File: config.mk
export PLATFORM = sky130hd
export DESIGN_NAME = bsd_top
export DESIGN_NICKNAME = d
export VERILOG_FILES = /design/src/bsd_pkg.sv /design/src/bsd_top.sv
export SDC_FILE = /design/constraint.sdc
export NUM_CORES = 1
export LEC_CHECK = 0
export CORE_AREA = 2 2 102 104
export DETAILED_ROUTE_END_ITERATION = 8
export DIE_AREA = 0 0 104 106
export DONT_BUFFER_PORTS = 1
export PLACE_DENSITY = 0.84
export SETUP_SLACK_MARGIN = 0.2
export SLEW_MARGIN = 30
export SYNTH_ARGS = -nofsm -noshare
export SYNTH_HDL_FRONTEND = slang
export SYNTH_SLANG_ARGS = --single-unit
File: constraint.sdc
create_clock -name clk_sys -period 2.35 [get_ports clk_sys]
set_clock_uncertainty 0.05 [all_clocks]
set_input_delay 0.47 -clock clk_sys [delete_from_list [all_inputs] [get_ports clk_sys]]
set_output_delay 0.47 -clock clk_sys [all_outputs]
set_load 0.03 [all_outputs]
File: src/bsd_pkg.sv
// Constants, cell layout and state codes of the boundary-scan data register block.
// Assumes one system clock domain; the scan port pins are sampled, not used as clocks.
package bsd_pkg;
	localparam int IOB_COUNT = 8;
	localparam int TAP_PAD_COUNT = 3;
	localparam int GCLK_PAD = 3;
	localparam int CELLS_PER_IOB = 3;
	localparam int TDO_T_BIT = 0;
	localparam int TDO_O_BIT = 1;
	localparam int IOB_BASE = 2;
	localparam int TRI_OFS = 0;
	localparam int OUT_OFS = 1;
	localparam int IN_OFS = 2;
	localparam int DIN_BIT = IOB_BASE + CELLS_PER_IOB * IOB_COUNT;
	localparam int DOUT_BIT = DIN_BIT + 1;
	localparam int UPD_BIT = DOUT_BIT + 1;
	localparam int BSR_LEN = UPD_BIT + 1;
	localparam int IR_LEN = 3;
	localparam logic [2:0] INS_EXTEST = 3'h0;
	localparam logic [2:0] INS_SAMPLE = 3'h1;
	localparam logic [2:0] INS_USER_1 = 3'h2;
	localparam logic [2:0] INS_USER_2 = 3'h3;
	localparam logic [2:0] INS_READBACK = 3'h4;
	localparam logic [2:0] INS_CONFIGURE = 3'h5;
	localparam logic [2:0] INS_RESERVED = 3'h6;
	localparam logic [2:0] INS_BYPASS = 3'h7;
	localparam logic [2:0] IR_CAPTURE = 3'h1;
	localparam int AXI_ADDR_W = 4;
	localparam logic [3:0] CTRL_OFS = 4'h0;
	localparam logic [3:0] STAT_OFS = 4'h4;
	localparam int CTRL_KEEP_BIT = 0;
	localparam int CTRL_GCLK_BIT = 1;
	localparam logic [1:0] CTRL_RESET = 2'h2;
	localparam logic [1:0] RESP_OKAY = 2'h0;
	localparam logic [1:0] RESP_SLVERR = 2'h2;
	localparam int STAT_STATE_LSB = 0;
	localparam int STAT_IR_LSB = 4;
	localparam int STAT_EN_BIT = 7;
	typedef enum logic [3:0] {
		TAP_RESET = 4'h0,
		TAP_IDLE = 4'h1,
		TAP_SEL_DR = 4'h2,
		TAP_CAP_DR = 4'h3,
		TAP_SHIFT_DR = 4'h4,
		TAP_EXIT1_DR = 4'h5,
		TAP_PAUSE_DR = 4'h6,
		TAP_EXIT2_DR = 4'h7,
		TAP_UPD_DR = 4'h8,
		TAP_SEL_IR = 4'h9,
		TAP_CAP_IR = 4'hA,
		TAP_SHIFT_IR = 4'hB,
		TAP_EXIT1_IR = 4'hC,
		TAP_PAUSE_IR = 4'hD,
		TAP_EXIT2_IR = 4'hE,
		TAP_UPD_IR = 4'hF
	} bsd_tap_state_t;
endpackage

File: src/bsd_top.sv
// Boundary-scan TAP, boundary register, bypass and user register hooks, with AXI4-Lite control.
// Assumes TCK, TMS, TDI and pad inputs are asynchronous; fabric and config signals share clk_sys.
//
// The implementer's own choices: the AXI4-Lite register port and the placing of the registers.
`timescale 1ns/1ps
module bsd_top (
	input wire logic clk_sys,
	input wire logic resetn,
	input wire logic tck,
	input wire logic tms,
	input wire logic tdi,
	output logic tdo,
	output logic tdo_oe_n,
	input wire logic [bsd_pkg::IOB_COUNT-1:0] pad_in,
	output logic [bsd_pkg::IOB_COUNT-1:0] pad_out,
	output logic [bsd_pkg::IOB_COUNT-1:0] pad_oe_n,
	input wire logic [bsd_pkg::IOB_COUNT-1:0] core_out,
	input wire logic [bsd_pkg::IOB_COUNT-1:0] core_oe,
	output logic [bsd_pkg::IOB_COUNT-1:0] core_in,
	input wire logic ded_in,
	output logic core_ded_in,
	input wire logic core_ded_out,
	output logic ded_out,
	input wire logic config_done,
	input wire logic config_dout,
	input wire logic readback_data,
	output logic config_data_in,
	output logic config_shift,
	output logic readback_shift,
	output logic update_test_cell,
	output logic user_select_1,
	output logic user_select_2,
	input wire logic user_return_1,
	input wire logic user_return_2,
	output logic user_dr_clock,
	output logic idle_gated_clock,
	input wire logic [bsd_pkg::AXI_ADDR_W-1:0] s_axi_awaddr,
	input wire logic s_axi_awvalid,
	output logic s_axi_awready,
	input wire logic [31:0] s_axi_wdata,
	input wire logic [3:0] s_axi_wstrb,
	input wire logic s_axi_wvalid,
	output logic s_axi_wready,
	output logic [1:0] s_axi_bresp,
	output logic s_axi_bvalid,
	input wire logic s_axi_bready,
	input wire logic [bsd_pkg::AXI_ADDR_W-1:0] s_axi_araddr,
	input wire logic s_axi_arvalid,
	output logic s_axi_arready,
	output logic [31:0] s_axi_rdata,
	output logic [1:0] s_axi_rresp,
	output logic s_axi_rvalid,
	input wire logic s_axi_rready
);
	import bsd_pkg::*;

	function automatic bsd_tap_state_t tap_next(input bsd_tap_state_t s, input logic m);
		case (s)
			TAP_RESET: tap_next = m ? TAP_RESET : TAP_IDLE;
			TAP_IDLE: tap_next = m ? TAP_SEL_DR : TAP_IDLE;
			TAP_SEL_DR: tap_next = m ? TAP_SEL_IR : TAP_CAP_DR;
			TAP_CAP_DR: tap_next = m ? TAP_EXIT1_DR : TAP_SHIFT_DR;
			TAP_SHIFT_DR: tap_next = m ? TAP_EXIT1_DR : TAP_SHIFT_DR;
			TAP_EXIT1_DR: tap_next = m ? TAP_UPD_DR : TAP_PAUSE_DR;
			TAP_PAUSE_DR: tap_next = m ? TAP_EXIT2_DR : TAP_PAUSE_DR;
			TAP_EXIT2_DR: tap_next = m ? TAP_UPD_DR : TAP_SHIFT_DR;
			TAP_UPD_DR: tap_next = m ? TAP_SEL_DR : TAP_IDLE;
			TAP_SEL_IR: tap_next = m ? TAP_RESET : TAP_CAP_IR;
			TAP_CAP_IR: tap_next = m ? TAP_EXIT1_IR : TAP_SHIFT_IR;
			TAP_SHIFT_IR: tap_next = m ? TAP_EXIT1_IR : TAP_SHIFT_IR;
			TAP_EXIT1_IR: tap_next = m ? TAP_UPD_IR : TAP_PAUSE_IR;
			TAP_PAUSE_IR: tap_next = m ? TAP_EXIT2_IR : TAP_PAUSE_IR;
			TAP_EXIT2_IR: tap_next = m ? TAP_UPD_IR : TAP_SHIFT_IR;
			TAP_UPD_IR: tap_next = m ? TAP_SEL_DR : TAP_IDLE;
			default: tap_next = TAP_RESET;
		endcase
	endfunction

	// Boundary register instructions share capture, shift and update handling.
	function automatic logic uses_bsr(input logic [2:0] code);
		uses_bsr = (code == INS_EXTEST) || (code == INS_SAMPLE);
	endfunction

	logic [2:0] tck_m;
	logic [1:0] tms_m;
	logic [1:0] tdi_m;
	logic tck_s;
	logic tck_q;
	logic tms_s;
	logic tdi_s;
	logic [IOB_COUNT-1:0] pad_m;
	logic [IOB_COUNT-1:0] pad_s;
	logic ded_m;
	logic ded_s;
	logic tck_rise;
	logic tck_fall;
	bsd_tap_state_t state;
	logic [2:0] ir;
	logic [2:0] ir_sr;
	logic [BSR_LEN-1:0] bsr_sr;
	logic [BSR_LEN-1:0] bsr_upd;
	logic [BSR_LEN-1:0] cap_vec;
	logic byp;
	logic tdo_next;
	logic [1:0] ctrl;
	logic tap_enabled;
	logic ext_mode;
	logic cfg_mode;
	logic user_ins;

	// Two-stage synchronisers; tck edge detection compares the second stage with a third tck stage.
	always_ff @(posedge clk_sys or negedge resetn) begin
		if (!resetn) begin
			tck_m <= 3'h0;
			tms_m <= 2'h0;
			tdi_m <= 2'h0;
			pad_m <= '0;
			pad_s <= '0;
			ded_m <= 1'b0;
			ded_s <= 1'b0;
		end else begin
			tck_m <= {tck_m[1:0], tck};
			tms_m <= {tms_m[0], tms};
			tdi_m <= {tdi_m[0], tdi};
			pad_m <= pad_in;
			pad_s <= pad_m;
			ded_m <= ded_in;
			ded_s <= ded_m;
		end
	end

	assign tck_s = tck_m[1];
	assign tck_q = tck_m[2];
	assign tms_s = tms_m[1];
	assign tdi_s = tdi_m[1];
	// The TAP works from the synchronised pins, never from boundary register contents.
	assign tck_rise = tck_s & ~tck_q;
	assign tck_fall = ~tck_s & tck_q;

	// Once configured, the scan port survives only if software says the macro is present.
	assign tap_enabled = ~config_done | ctrl[CTRL_KEEP_BIT];
	assign ext_mode = tap_enabled && (ir == INS_EXTEST);
	assign cfg_mode = tap_enabled && (ir == INS_CONFIGURE);
	assign user_ins = (ir == INS_USER_1) || (ir == INS_USER_2);

	always_ff @(posedge clk_sys or negedge resetn) begin
		if (!resetn) begin
			state <= TAP_RESET;
		end else if (!tap_enabled) begin
			state <= TAP_RESET;
		end else if (tck_rise) begin
			state <= tap_next(state, tms_s);
		end
	end

	always_ff @(posedge clk_sys or negedge resetn) begin
		if (!resetn) begin
			ir_sr <= INS_BYPASS;
			ir <= INS_BYPASS;
		end else if (state == TAP_RESET) begin
			ir_sr <= INS_BYPASS;
			ir <= INS_BYPASS;
		end else if (tck_rise && state == TAP_CAP_IR) begin
			ir_sr <= IR_CAPTURE;
		end else if (tck_rise && state == TAP_SHIFT_IR) begin
			ir_sr <= {tdi_s, ir_sr[2:1]};
		end else if (tck_fall && state == TAP_UPD_IR) begin
			ir <= ir_sr;
		end
	end

	assign cap_vec[TDO_T_BIT] = ~tdo_oe_n;
	assign cap_vec[TDO_O_BIT] = tdo;
	// Index order follows the die edges: top, left, bottom, right from the TDO end.
	genvar gi;
	generate
		for (gi = 0; gi < IOB_COUNT; gi++) begin : g_cap
			assign cap_vec[IOB_BASE + CELLS_PER_IOB * gi + TRI_OFS] = ~pad_oe_n[gi];
			assign cap_vec[IOB_BASE + CELLS_PER_IOB * gi + OUT_OFS] = pad_out[gi];
			assign cap_vec[IOB_BASE + CELLS_PER_IOB * gi + IN_OFS] = pad_s[gi];
		end
	endgenerate
	// Configuration pins have no entry here at all.
	assign cap_vec[DIN_BIT] = ded_s;
	assign cap_vec[DOUT_BIT] = ded_out;
	assign cap_vec[UPD_BIT] = bsr_upd[UPD_BIT];

	always_ff @(posedge clk_sys or negedge resetn) begin
		if (!resetn) begin
			bsr_sr <= '0;
		end else if (tck_rise && uses_bsr(ir)) begin
			if (state == TAP_CAP_DR) begin
				bsr_sr <= cap_vec;
			end else if (state == TAP_SHIFT_DR) begin
				bsr_sr <= {tdi_s, bsr_sr[BSR_LEN-1:1]};
			end
		end
	end

	// Update lands on the falling edge so pads change while TCK is low.
	always_ff @(posedge clk_sys or negedge resetn) begin
		if (!resetn) begin
			bsr_upd <= '0;
		end else if (tck_fall && state == TAP_UPD_DR && uses_bsr(ir)) begin
			bsr_upd <= bsr_sr;
		end
	end

	// The reserved code behaves as bypass so the chain length stays defined.
	always_ff @(posedge clk_sys or negedge resetn) begin
		if (!resetn) begin
			byp <= 1'b0;
		end else if (tck_rise && (ir == INS_BYPASS || ir == INS_RESERVED)) begin
			if (state == TAP_CAP_DR) begin
				byp <= 1'b0;
			end else if (state == TAP_SHIFT_DR) begin
				byp <= tdi_s;
			end
		end
	end

	always_comb begin
		tdo_next = byp;
		if (state == TAP_SHIFT_IR) begin
			tdo_next = ir_sr[0];
		end else begin
			case (ir)
				INS_EXTEST: tdo_next = bsr_sr[0];
				INS_SAMPLE: tdo_next = bsr_sr[0];
				INS_USER_1: tdo_next = user_return_1;
				INS_USER_2: tdo_next = user_return_2;
				INS_READBACK: tdo_next = readback_data;
				INS_CONFIGURE: tdo_next = config_dout;
				default: tdo_next = byp;
			endcase
		end
	end

	always_ff @(posedge clk_sys or negedge resetn) begin
		if (!resetn) begin
			tdo <= 1'b0;
			tdo_oe_n <= 1'b1;
		end else if (!tap_enabled) begin
			tdo <= 1'b0;
			tdo_oe_n <= 1'b1;
		end else if (tck_fall) begin
			tdo <= tdo_next;
			tdo_oe_n <= ~(state == TAP_SHIFT_DR || state == TAP_SHIFT_IR);
		end
	end

	generate
		for (gi = 0; gi < IOB_COUNT; gi++) begin : g_pad
			localparam bit IS_TAP = (gi < TAP_PAD_COUNT);
			localparam bit IS_GCLK = (gi == GCLK_PAD);
			always_ff @(posedge clk_sys or negedge resetn) begin
				if (!resetn) begin
					pad_out[gi] <= 1'b0;
					pad_oe_n[gi] <= 1'b1;
					core_in[gi] <= 1'b0;
				end else begin
					pad_out[gi] <= ext_mode ?
						bsr_upd[IOB_BASE + CELLS_PER_IOB * gi + OUT_OFS] : core_out[gi];
					if (cfg_mode || (IS_TAP && tap_enabled)) begin
						pad_oe_n[gi] <= 1'b1;
					end else if (ext_mode) begin
						pad_oe_n[gi] <= ~bsr_upd[IOB_BASE + CELLS_PER_IOB * gi + TRI_OFS];
					end else begin
						pad_oe_n[gi] <= ~core_oe[gi];
					end
					// A clock pad is protected only while it really feeds a global clock.
					if (ext_mode && !IS_TAP && !(IS_GCLK && ctrl[CTRL_GCLK_BIT])) begin
						core_in[gi] <= bsr_upd[IOB_BASE + CELLS_PER_IOB * gi + IN_OFS];
					end else begin
						core_in[gi] <= pad_s[gi];
					end
				end
			end
		end
	endgenerate

	always_ff @(posedge clk_sys or negedge resetn) begin
		if (!resetn) begin
			core_ded_in <= 1'b0;
			ded_out <= 1'b0;
			update_test_cell <= 1'b0;
		end else begin
			core_ded_in <= ext_mode ? bsr_upd[DIN_BIT] : ded_s;
			ded_out <= ext_mode ? bsr_upd[DOUT_BIT] : core_ded_out;
			update_test_cell <= bsr_upd[UPD_BIT];
		end
	end

	always_ff @(posedge clk_sys or negedge resetn) begin
		if (!resetn) begin
			config_data_in <= 1'b0;
			config_shift <= 1'b0;
			readback_shift <= 1'b0;
		end else begin
			config_data_in <= tdi_s;
			config_shift <= tck_rise && state == TAP_SHIFT_DR && cfg_mode;
			readback_shift <= tck_rise && state == TAP_SHIFT_DR && ir == INS_READBACK;
		end
	end

	// The exported clocks are resampled TCK, so they lag the pin by three cycles.
	always_ff @(posedge clk_sys or negedge resetn) begin
		if (!resetn) begin
			user_select_1 <= 1'b0;
			user_select_2 <= 1'b0;
			user_dr_clock <= 1'b1;
			idle_gated_clock <= 1'b1;
		end else begin
			user_select_1 <= tap_enabled && ir == INS_USER_1;
			user_select_2 <= tap_enabled && ir == INS_USER_2;
			if (user_ins && (state == TAP_CAP_DR || state == TAP_SHIFT_DR)) begin
				user_dr_clock <= tck_s;
			end else begin
				user_dr_clock <= 1'b1;
			end
			idle_gated_clock <= ~(tck_s & (state == TAP_IDLE));
		end
	end

	logic aw_have;
	logic w_have;
	logic next_aw_have;
	logic next_w_have;
	logic do_write;
	logic [AXI_ADDR_W-1:0] aw_q;
	logic [31:0] w_q;
	logic w_lane0;

	assign do_write = aw_have && w_have && !s_axi_bvalid;
	assign next_aw_have = (aw_have && !do_write) || (s_axi_awvalid && s_axi_awready);
	assign next_w_have = (w_have && !do_write) || (s_axi_wvalid && s_axi_wready);

	always_ff @(posedge clk_sys or negedge resetn) begin
		if (!resetn) begin
			aw_have <= 1'b0;
			w_have <= 1'b0;
			aw_q <= '0;
			w_q <= 32'h0;
			w_lane0 <= 1'b0;
			s_axi_awready <= 1'b0;
			s_axi_wready <= 1'b0;
		end else begin
			aw_have <= next_aw_have;
			w_have <= next_w_have;
			s_axi_awready <= !next_aw_have;
			s_axi_wready <= !next_w_have;
			if (s_axi_awvalid && s_axi_awready) begin
				aw_q <= s_axi_awaddr;
			end
			if (s_axi_wvalid && s_axi_wready) begin
				w_q <= s_axi_wdata;
				w_lane0 <= s_axi_wstrb[0];
			end
		end
	end

	always_ff @(posedge clk_sys or negedge resetn) begin
		if (!resetn) begin
			ctrl <= CTRL_RESET;
			s_axi_bvalid <= 1'b0;
			s_axi_bresp <= RESP_OKAY;
		end else if (do_write) begin
			s_axi_bvalid <= 1'b1;
			if (aw_q == CTRL_OFS) begin
				s_axi_bresp <= RESP_OKAY;
				if (w_lane0) begin
					ctrl <= w_q[1:0];
				end
			end else if (aw_q == STAT_OFS) begin
				s_axi_bresp <= RESP_OKAY;
			end else begin
				s_axi_bresp <= RESP_SLVERR;
			end
		end else if (s_axi_bready) begin
			s_axi_bvalid <= 1'b0;
		end
	end

	always_ff @(posedge clk_sys or negedge resetn) begin
		if (!resetn) begin
			s_axi_arready <= 1'b0;
			s_axi_rvalid <= 1'b0;
			s_axi_rdata <= 32'h0;
			s_axi_rresp <= RESP_OKAY;
		end else if (s_axi_arvalid && s_axi_arready) begin
			s_axi_arready <= 1'b0;
			s_axi_rvalid <= 1'b1;
			s_axi_rdata <= 32'h0;
			s_axi_rresp <= RESP_OKAY;
			if (s_axi_araddr == CTRL_OFS) begin
				s_axi_rdata[1:0] <= ctrl;
			end else if (s_axi_araddr == STAT_OFS) begin
				s_axi_rdata[STAT_STATE_LSB +: 4] <= state;
				s_axi_rdata[STAT_IR_LSB +: IR_LEN] <= ir;
				s_axi_rdata[STAT_EN_BIT] <= tap_enabled;
			end else begin
				s_axi_rresp <= RESP_SLVERR;
			end
		end else if (s_axi_rvalid && s_axi_rready) begin
			s_axi_rvalid <= 1'b0;
			s_axi_arready <= 1'b1;
		end else if (!s_axi_rvalid) begin
			s_axi_arready <= 1'b1;
		end
	end
endmodule

### Yosys cells after proc, flatten, opt, wreduce, memory -nomap -nowiden

Index checks and enable logic that the tools add are counted.

* word-level logic and storage cells: 258
* output and inout port bits: 77
* bits in registers: 158
* bits of input ports: 85

* equal/unequal tests: 29
* multiplexer cells: 78
* bitwise gates (word level): 34
* reductions and logical operators: 54

Operators with widths (number)
* 29-bit two-way mux: 2
* 1-bit two-way mux: 49
* 4-bit case mux with 12 select lines: 1
* 4-bit equality test, second input constant: 8
* 1-bit NOT: 30
* 3-bit two-way mux: 9
* 4-bit by 3-bit equality test with 1-bit output, second input constant: 6
* 1-bit logical AND: 24
* 4-bit two-way mux: 6
* 2-bit two-way mux: 8
* 3-bit equality test, second input constant: 4
* 4-bit logical NOT: 3
* 4-bit by 2-bit equality test with 1-bit output, second input constant: 2
* 1-bit logical OR: 8
* 8-bit two-way mux: 1
* 2-bit != test, second input constant: 4
* 2-bit nonzero test: 4
* 3-bit by 2-bit equality test with 1-bit output, second input constant: 2
* 6-bit two-way mux: 1
* 3-bit AND reduction: 2
* 2-bit OR reduction: 3
* 1-bit logical NOT: 5
* 1-bit case mux with 5 select lines: 1
* 4-bit by 1-bit equality test with 1-bit output, second input constant: 1
* 8 further kinds: 11

### Longest topological paths before layout

* depth in word-level cells: 7
* gate-level depth with buffers: 8
* gate-level depth less buffers: 4

### Least setup slack after synthesis

No wires, ideal clock.

* kind: input-to-reg
* start: in config_done
* end: reg core_in[3] (netlist name)
* cell stages on the path: 6
* setup time: 125 ps
* required time: 2175 ps
* buffers on the path: 2
* path slack: 485 ps
* arrival: 1690 ps
* path through: nor2b_1 clkbuf_1 or3_1 buf_2 nor2_1 mux2_2

* longest elaborated chain between the ends: 5

RTL lines
* start, declared: RTL line bsd_top.sv:24 `input wire logic config_done,`
* 1-bit NOT: RTL line bsd_top.sv:141 `assign tap_enabled = ~config_done | ctrl[CTRL_KEEP_BIT];`
* 1-bit bitwise OR: RTL line bsd_top.sv:141
* 1-bit logical AND: RTL line bsd_top.sv:142 `assign ext_mode = tap_enabled && (ir == INS_EXTEST);`
* 1-bit logical AND: RTL line bsd_top.sv:272 `if (ext_mode && !IS_TAP && !(IS_GCLK && ctrl[CTRL_GCLK_BIT])) begin`
* 1-bit two-way mux: RTL line bsd_top.sv:272
* end signal, assigned by index: RTL line bsd_top.sv:273 `core_in[gi] <= bsr_upd[IOB_BASE + CELLS_PER_IOB * gi + IN_OFS];`
* end signal, assigned by index: RTL line bsd_top.sv:275 `core_in[gi] <= pad_s[gi];`
* end, declared: RTL line bsd_top.sv:19 `output logic [bsd_pkg::IOB_COUNT-1:0] core_in,`

Every way passes these cells.
A chain may end at the register's enable or synchronous reset.

### Worst setup path after layout

* start: reg s_axi_bvalid
* end: reg ctrl[0]

* longest elaborated chain between the ends: 3

RTL lines
* start, declared: RTL line bsd_top.sv:45 `output logic s_axi_bvalid,`
* start signal, assigned: RTL line bsd_top.sv:365 `s_axi_bvalid <= 1'b0;`
* start signal, assigned: RTL line bsd_top.sv:368 `s_axi_bvalid <= 1'b1;`
* start signal, assigned: RTL line bsd_top.sv:380 `s_axi_bvalid <= 1'b0;`
* 1-bit logical NOT: RTL line bsd_top.sv:334 `assign do_write = aw_have && w_have && !s_axi_bvalid;`
* 1-bit logical AND: RTL line bsd_top.sv:334
* 3-bit AND reduction (no line)
* end signal, assigned: RTL line bsd_top.sv:372 `ctrl <= w_q[1:0];`
* end, declared: RTL line bsd_top.sv:105 `logic [1:0] ctrl;`

Every way passes these cells.

==> impl_metrics.csv <==
group,metric,value,unit
setup_path,end_kind,"flop",
global_route,grt_start_max_net_pins,149,
placed_design,hpwl,7700,um
floorplan,die_w,104,um
global_route,grt_pass1_wl,19300,um
global_route,antenna_found_initial,0,
logic_synthesis,yosysMostFrequentCell,"dfrtp_1",
placed_design,port_buffers,0,
logic_synthesis,synth_cell_types,47,
timing,hold_viol_final,148,
setup_path,cp_top_family,"simple AND/OR/NAND/NOR gates",
clock_network,htree_levels,4,
clock_network,ctsResizeCount,0,
timing,setup_viol,0,
layout,nNetsFinal,594,
layout,area_growth,11.5,%
logic_synthesis,yosysTopAreaCellShare,53.0,%
setup_path,crit_path_start_kind,"flop",
layout,final_area,6850,um^2
clock_network,cts_setup_buffers,0,
clock_network,clkTransAtPathRegs,0.06,ns
setup_path,cp_data_required_time,2.71,ns
clock_network,clock_latency,0.53,ns
placed_design,gp_congestion,0.822,
timing,tightest_slew,0.517,ns
layout,diodes,0,
floorplan,ios,162,
logic_synthesis,synth_edf_count,0,
logic_synthesis,yosys_register_bits,148,
setup_path,crit_buf_inv,0,
clock_network,holdBufCountCts,16,
logic_synthesis,seq_area_frac_synth,60.7,%
setup_path,slowest_stage,"dfrtp_1",
global_route,overflow,0,
setup_path,crit_type,"reg2reg",
layout,fill_cells,696,
clock_network,clockBufferDepth,2,
layout,drive_above_1_share,22.4,%
timing,fmax,0.512,GHz
logic_synthesis,synth_top_flop_cell,"dfrtp_1",
timing,drv_slew,0,
clock_network,clock-sinks,148,
floorplan,rows,37,
layout,register_area,3730,um^2
timing,timing.hold.ws,-0.419,ns
logic_synthesis,yosys-top-cells-count,"130 x dfrtp_1, 51 x mux2_2, 45 x nor2_1",
timing,tns,0,ns
setup_path,crit_chain,"nand3b_1 -> nor4_1 -> nand3b_1 -> mux2_2",
global_route,grt_pass1_vias,3807,
floorplan,start_util,61.4,%
routing,wl_per_cell,18.0,um
timing,rsz0062_at_grt,"no",
logic_synthesis,synth_area_per_cell,12.4,um^2
floorplan,dieArea,11000,um^2
placed_design,place_area,6090,um^2
setup_path,cp_data_arrival_time,2.31,ns
hold_path,hold_path_class,"in2async",
timing,period_minus_slack,1.95,ns
clock_network,cts_buffers,17,
routing,drt_iter0_markers,205,
logic_synthesis,yosysWarnings,0,
logic_synthesis,async_reset_ff_share,100,%
routing,vias,3697,
floorplan,die_h,106,um
timing,period_share,83.1,%
timing,slew_headroom,65.2,%
logic_synthesis,synth.area.top_cells,"dfrtp_1 53%, mux2_2 9.4%, dfstp_2 7.7%",
routing,routed_via_density,5.62,
logic_synthesis,synth_cells,497,
setup_path,cpPeakStageDelay,0.51,ns
routing,drc,0,
floorplan,core,10000,um^2
pwr,power_density,909,nW/um^2
outcome,status,"finished, violations left",
pwr,power_leakage,3.25,nW
logic_synthesis,syn-cell-area,6140,um^2
clock_network,cts_tree,"done",
routing,ant_nets,0,
outcome,violations,"negative hold slack",
clock_network,clockRootBuffer,"clkbuf_8",
global_route,gr-usage-all-layers,23.0,%
routing,wirelength,11800,um
run,drv_cap,0,
pwr,irDropWorstVdd,915,uV
layout,multi_input_area,2050,um^2
setup_path,critical_path.max_fanout,4,
routing,drt_first_pass_iters,5,
setup_path,crit_path_frequent_cell,"nand3b_1",
logic_synthesis,yosysTopAreaCell,"dfrtp_1",
==> layout by cell type, fill, tap and decap left out, types with 7 or more instances in the layout <==
cell type	Yosys	layout
dfrtp_1	130	130
mux2_2	51	51
nor2_1	45	45
a21oi_1	44	44
nand2_1	32	32
mux2i_1	27	27
conb_1	1	26
dfstp_2	18	18
clkbuf_16	0	16
dlygate4sd3_1	0	16
buf_4	34	10
nor2b_1	9	9
nand3_1	8	8
inv_1	8	8
o21ai_0	7	7
a22o_1	7	7
==> area by class of cell <==
class / instances / share of cell area, %
clock buffers: 24 / 6.87
inverters: 8 / 0.439
repair buffers: 28 / 4.02
flip-flops and latches: 148 / 54.4
clock inverters: 8 / 1.81
well taps: 136 / 2.49
multi-input cells: 306 / 30.0
==> through the flow <==
stage	utilization [%]	setup WS, ns	total power, mW	cells
after floorplan	-	0.485	3.45	522
after global placement	60.9	0.554	3.49	610
after detailed placement	60.9	0.462	3.54	610
after CTS	68.5	0.451	6.28	658
after global routing	68.5	0.296	6.46	658
final	68.5	0.397	6.22	658
==> cell families after synthesis <==
family | Yosys count | synth area share [%]
xor+xnor | 1 | 0.143
other cells | 1 | 0.0611
buf+inv | 68 | 7.50
compound gates | 80 | 8.30
flops | 148 | 60.7
simple gates | 121 | 9.54
mux | 78 | 13.8
==> final timing paths <==
kind                                    from        endpoint  slack (ns)  depth (start not counted)
worst min register to register      tdi_m[0]        tdi_m[1]        0.30                          0
worst max register to register  s_axi_bvalid         ctrl[0]        0.40                          4
worst min-delay path                  resetn  s_axi_rresp[1]       -0.42                          0
min in group clk_sys             core_out[1]      pad_out[1]        0.04                          1
max in group asynchronous             resetn     pad_oe_n[1]        2.33                          0
worst max-delay path            s_axi_bvalid         ctrl[0]        0.40                          4
==> routing by layer <==
metal  wire length [um]  up-vias  global-route usage, %  part of all wire, %
li1                   -     1695                      -                    -
met1               4710     1844                   26.8                   40
met2               6070      139                   38.6                   51
met3                878       19                   8.89                  7.4
met4                187        0                   9.27                  1.6
met5                  0        -                      0                    0
==> registers in the layout, summed over array words and instances (netlist names), 2 cells and up <==
| signal | cells |
|---|---|
| aw_q | 4 |
| ir_sr | 3 |
| pad_m | 8 |
| tms_m | 2 |
| bsr_sr | 29 |
| pad_out | 8 |
| state | 4 |
| tdi_m | 2 |
| pad_oe_n | 8 |
| core_in | 8 |
| bsr_upd | 21 |
| s_axi_rdata | 8 |
| ctrl | 2 |
| w_q | 2 |
| pad_s | 8 |
| ir | 3 |
| tck_m | 3 |
==> power by group <==
part	internal (mW)	leakage (nW)	switching, mW	total (mW)
clock	1.70	0.285	0.992	2.69
sequential	2.78	1.85	0.301	3.08
combinational	0.197	1.12	0.256	0.452
No activity file was read; power rests on OpenSTA's default activity.
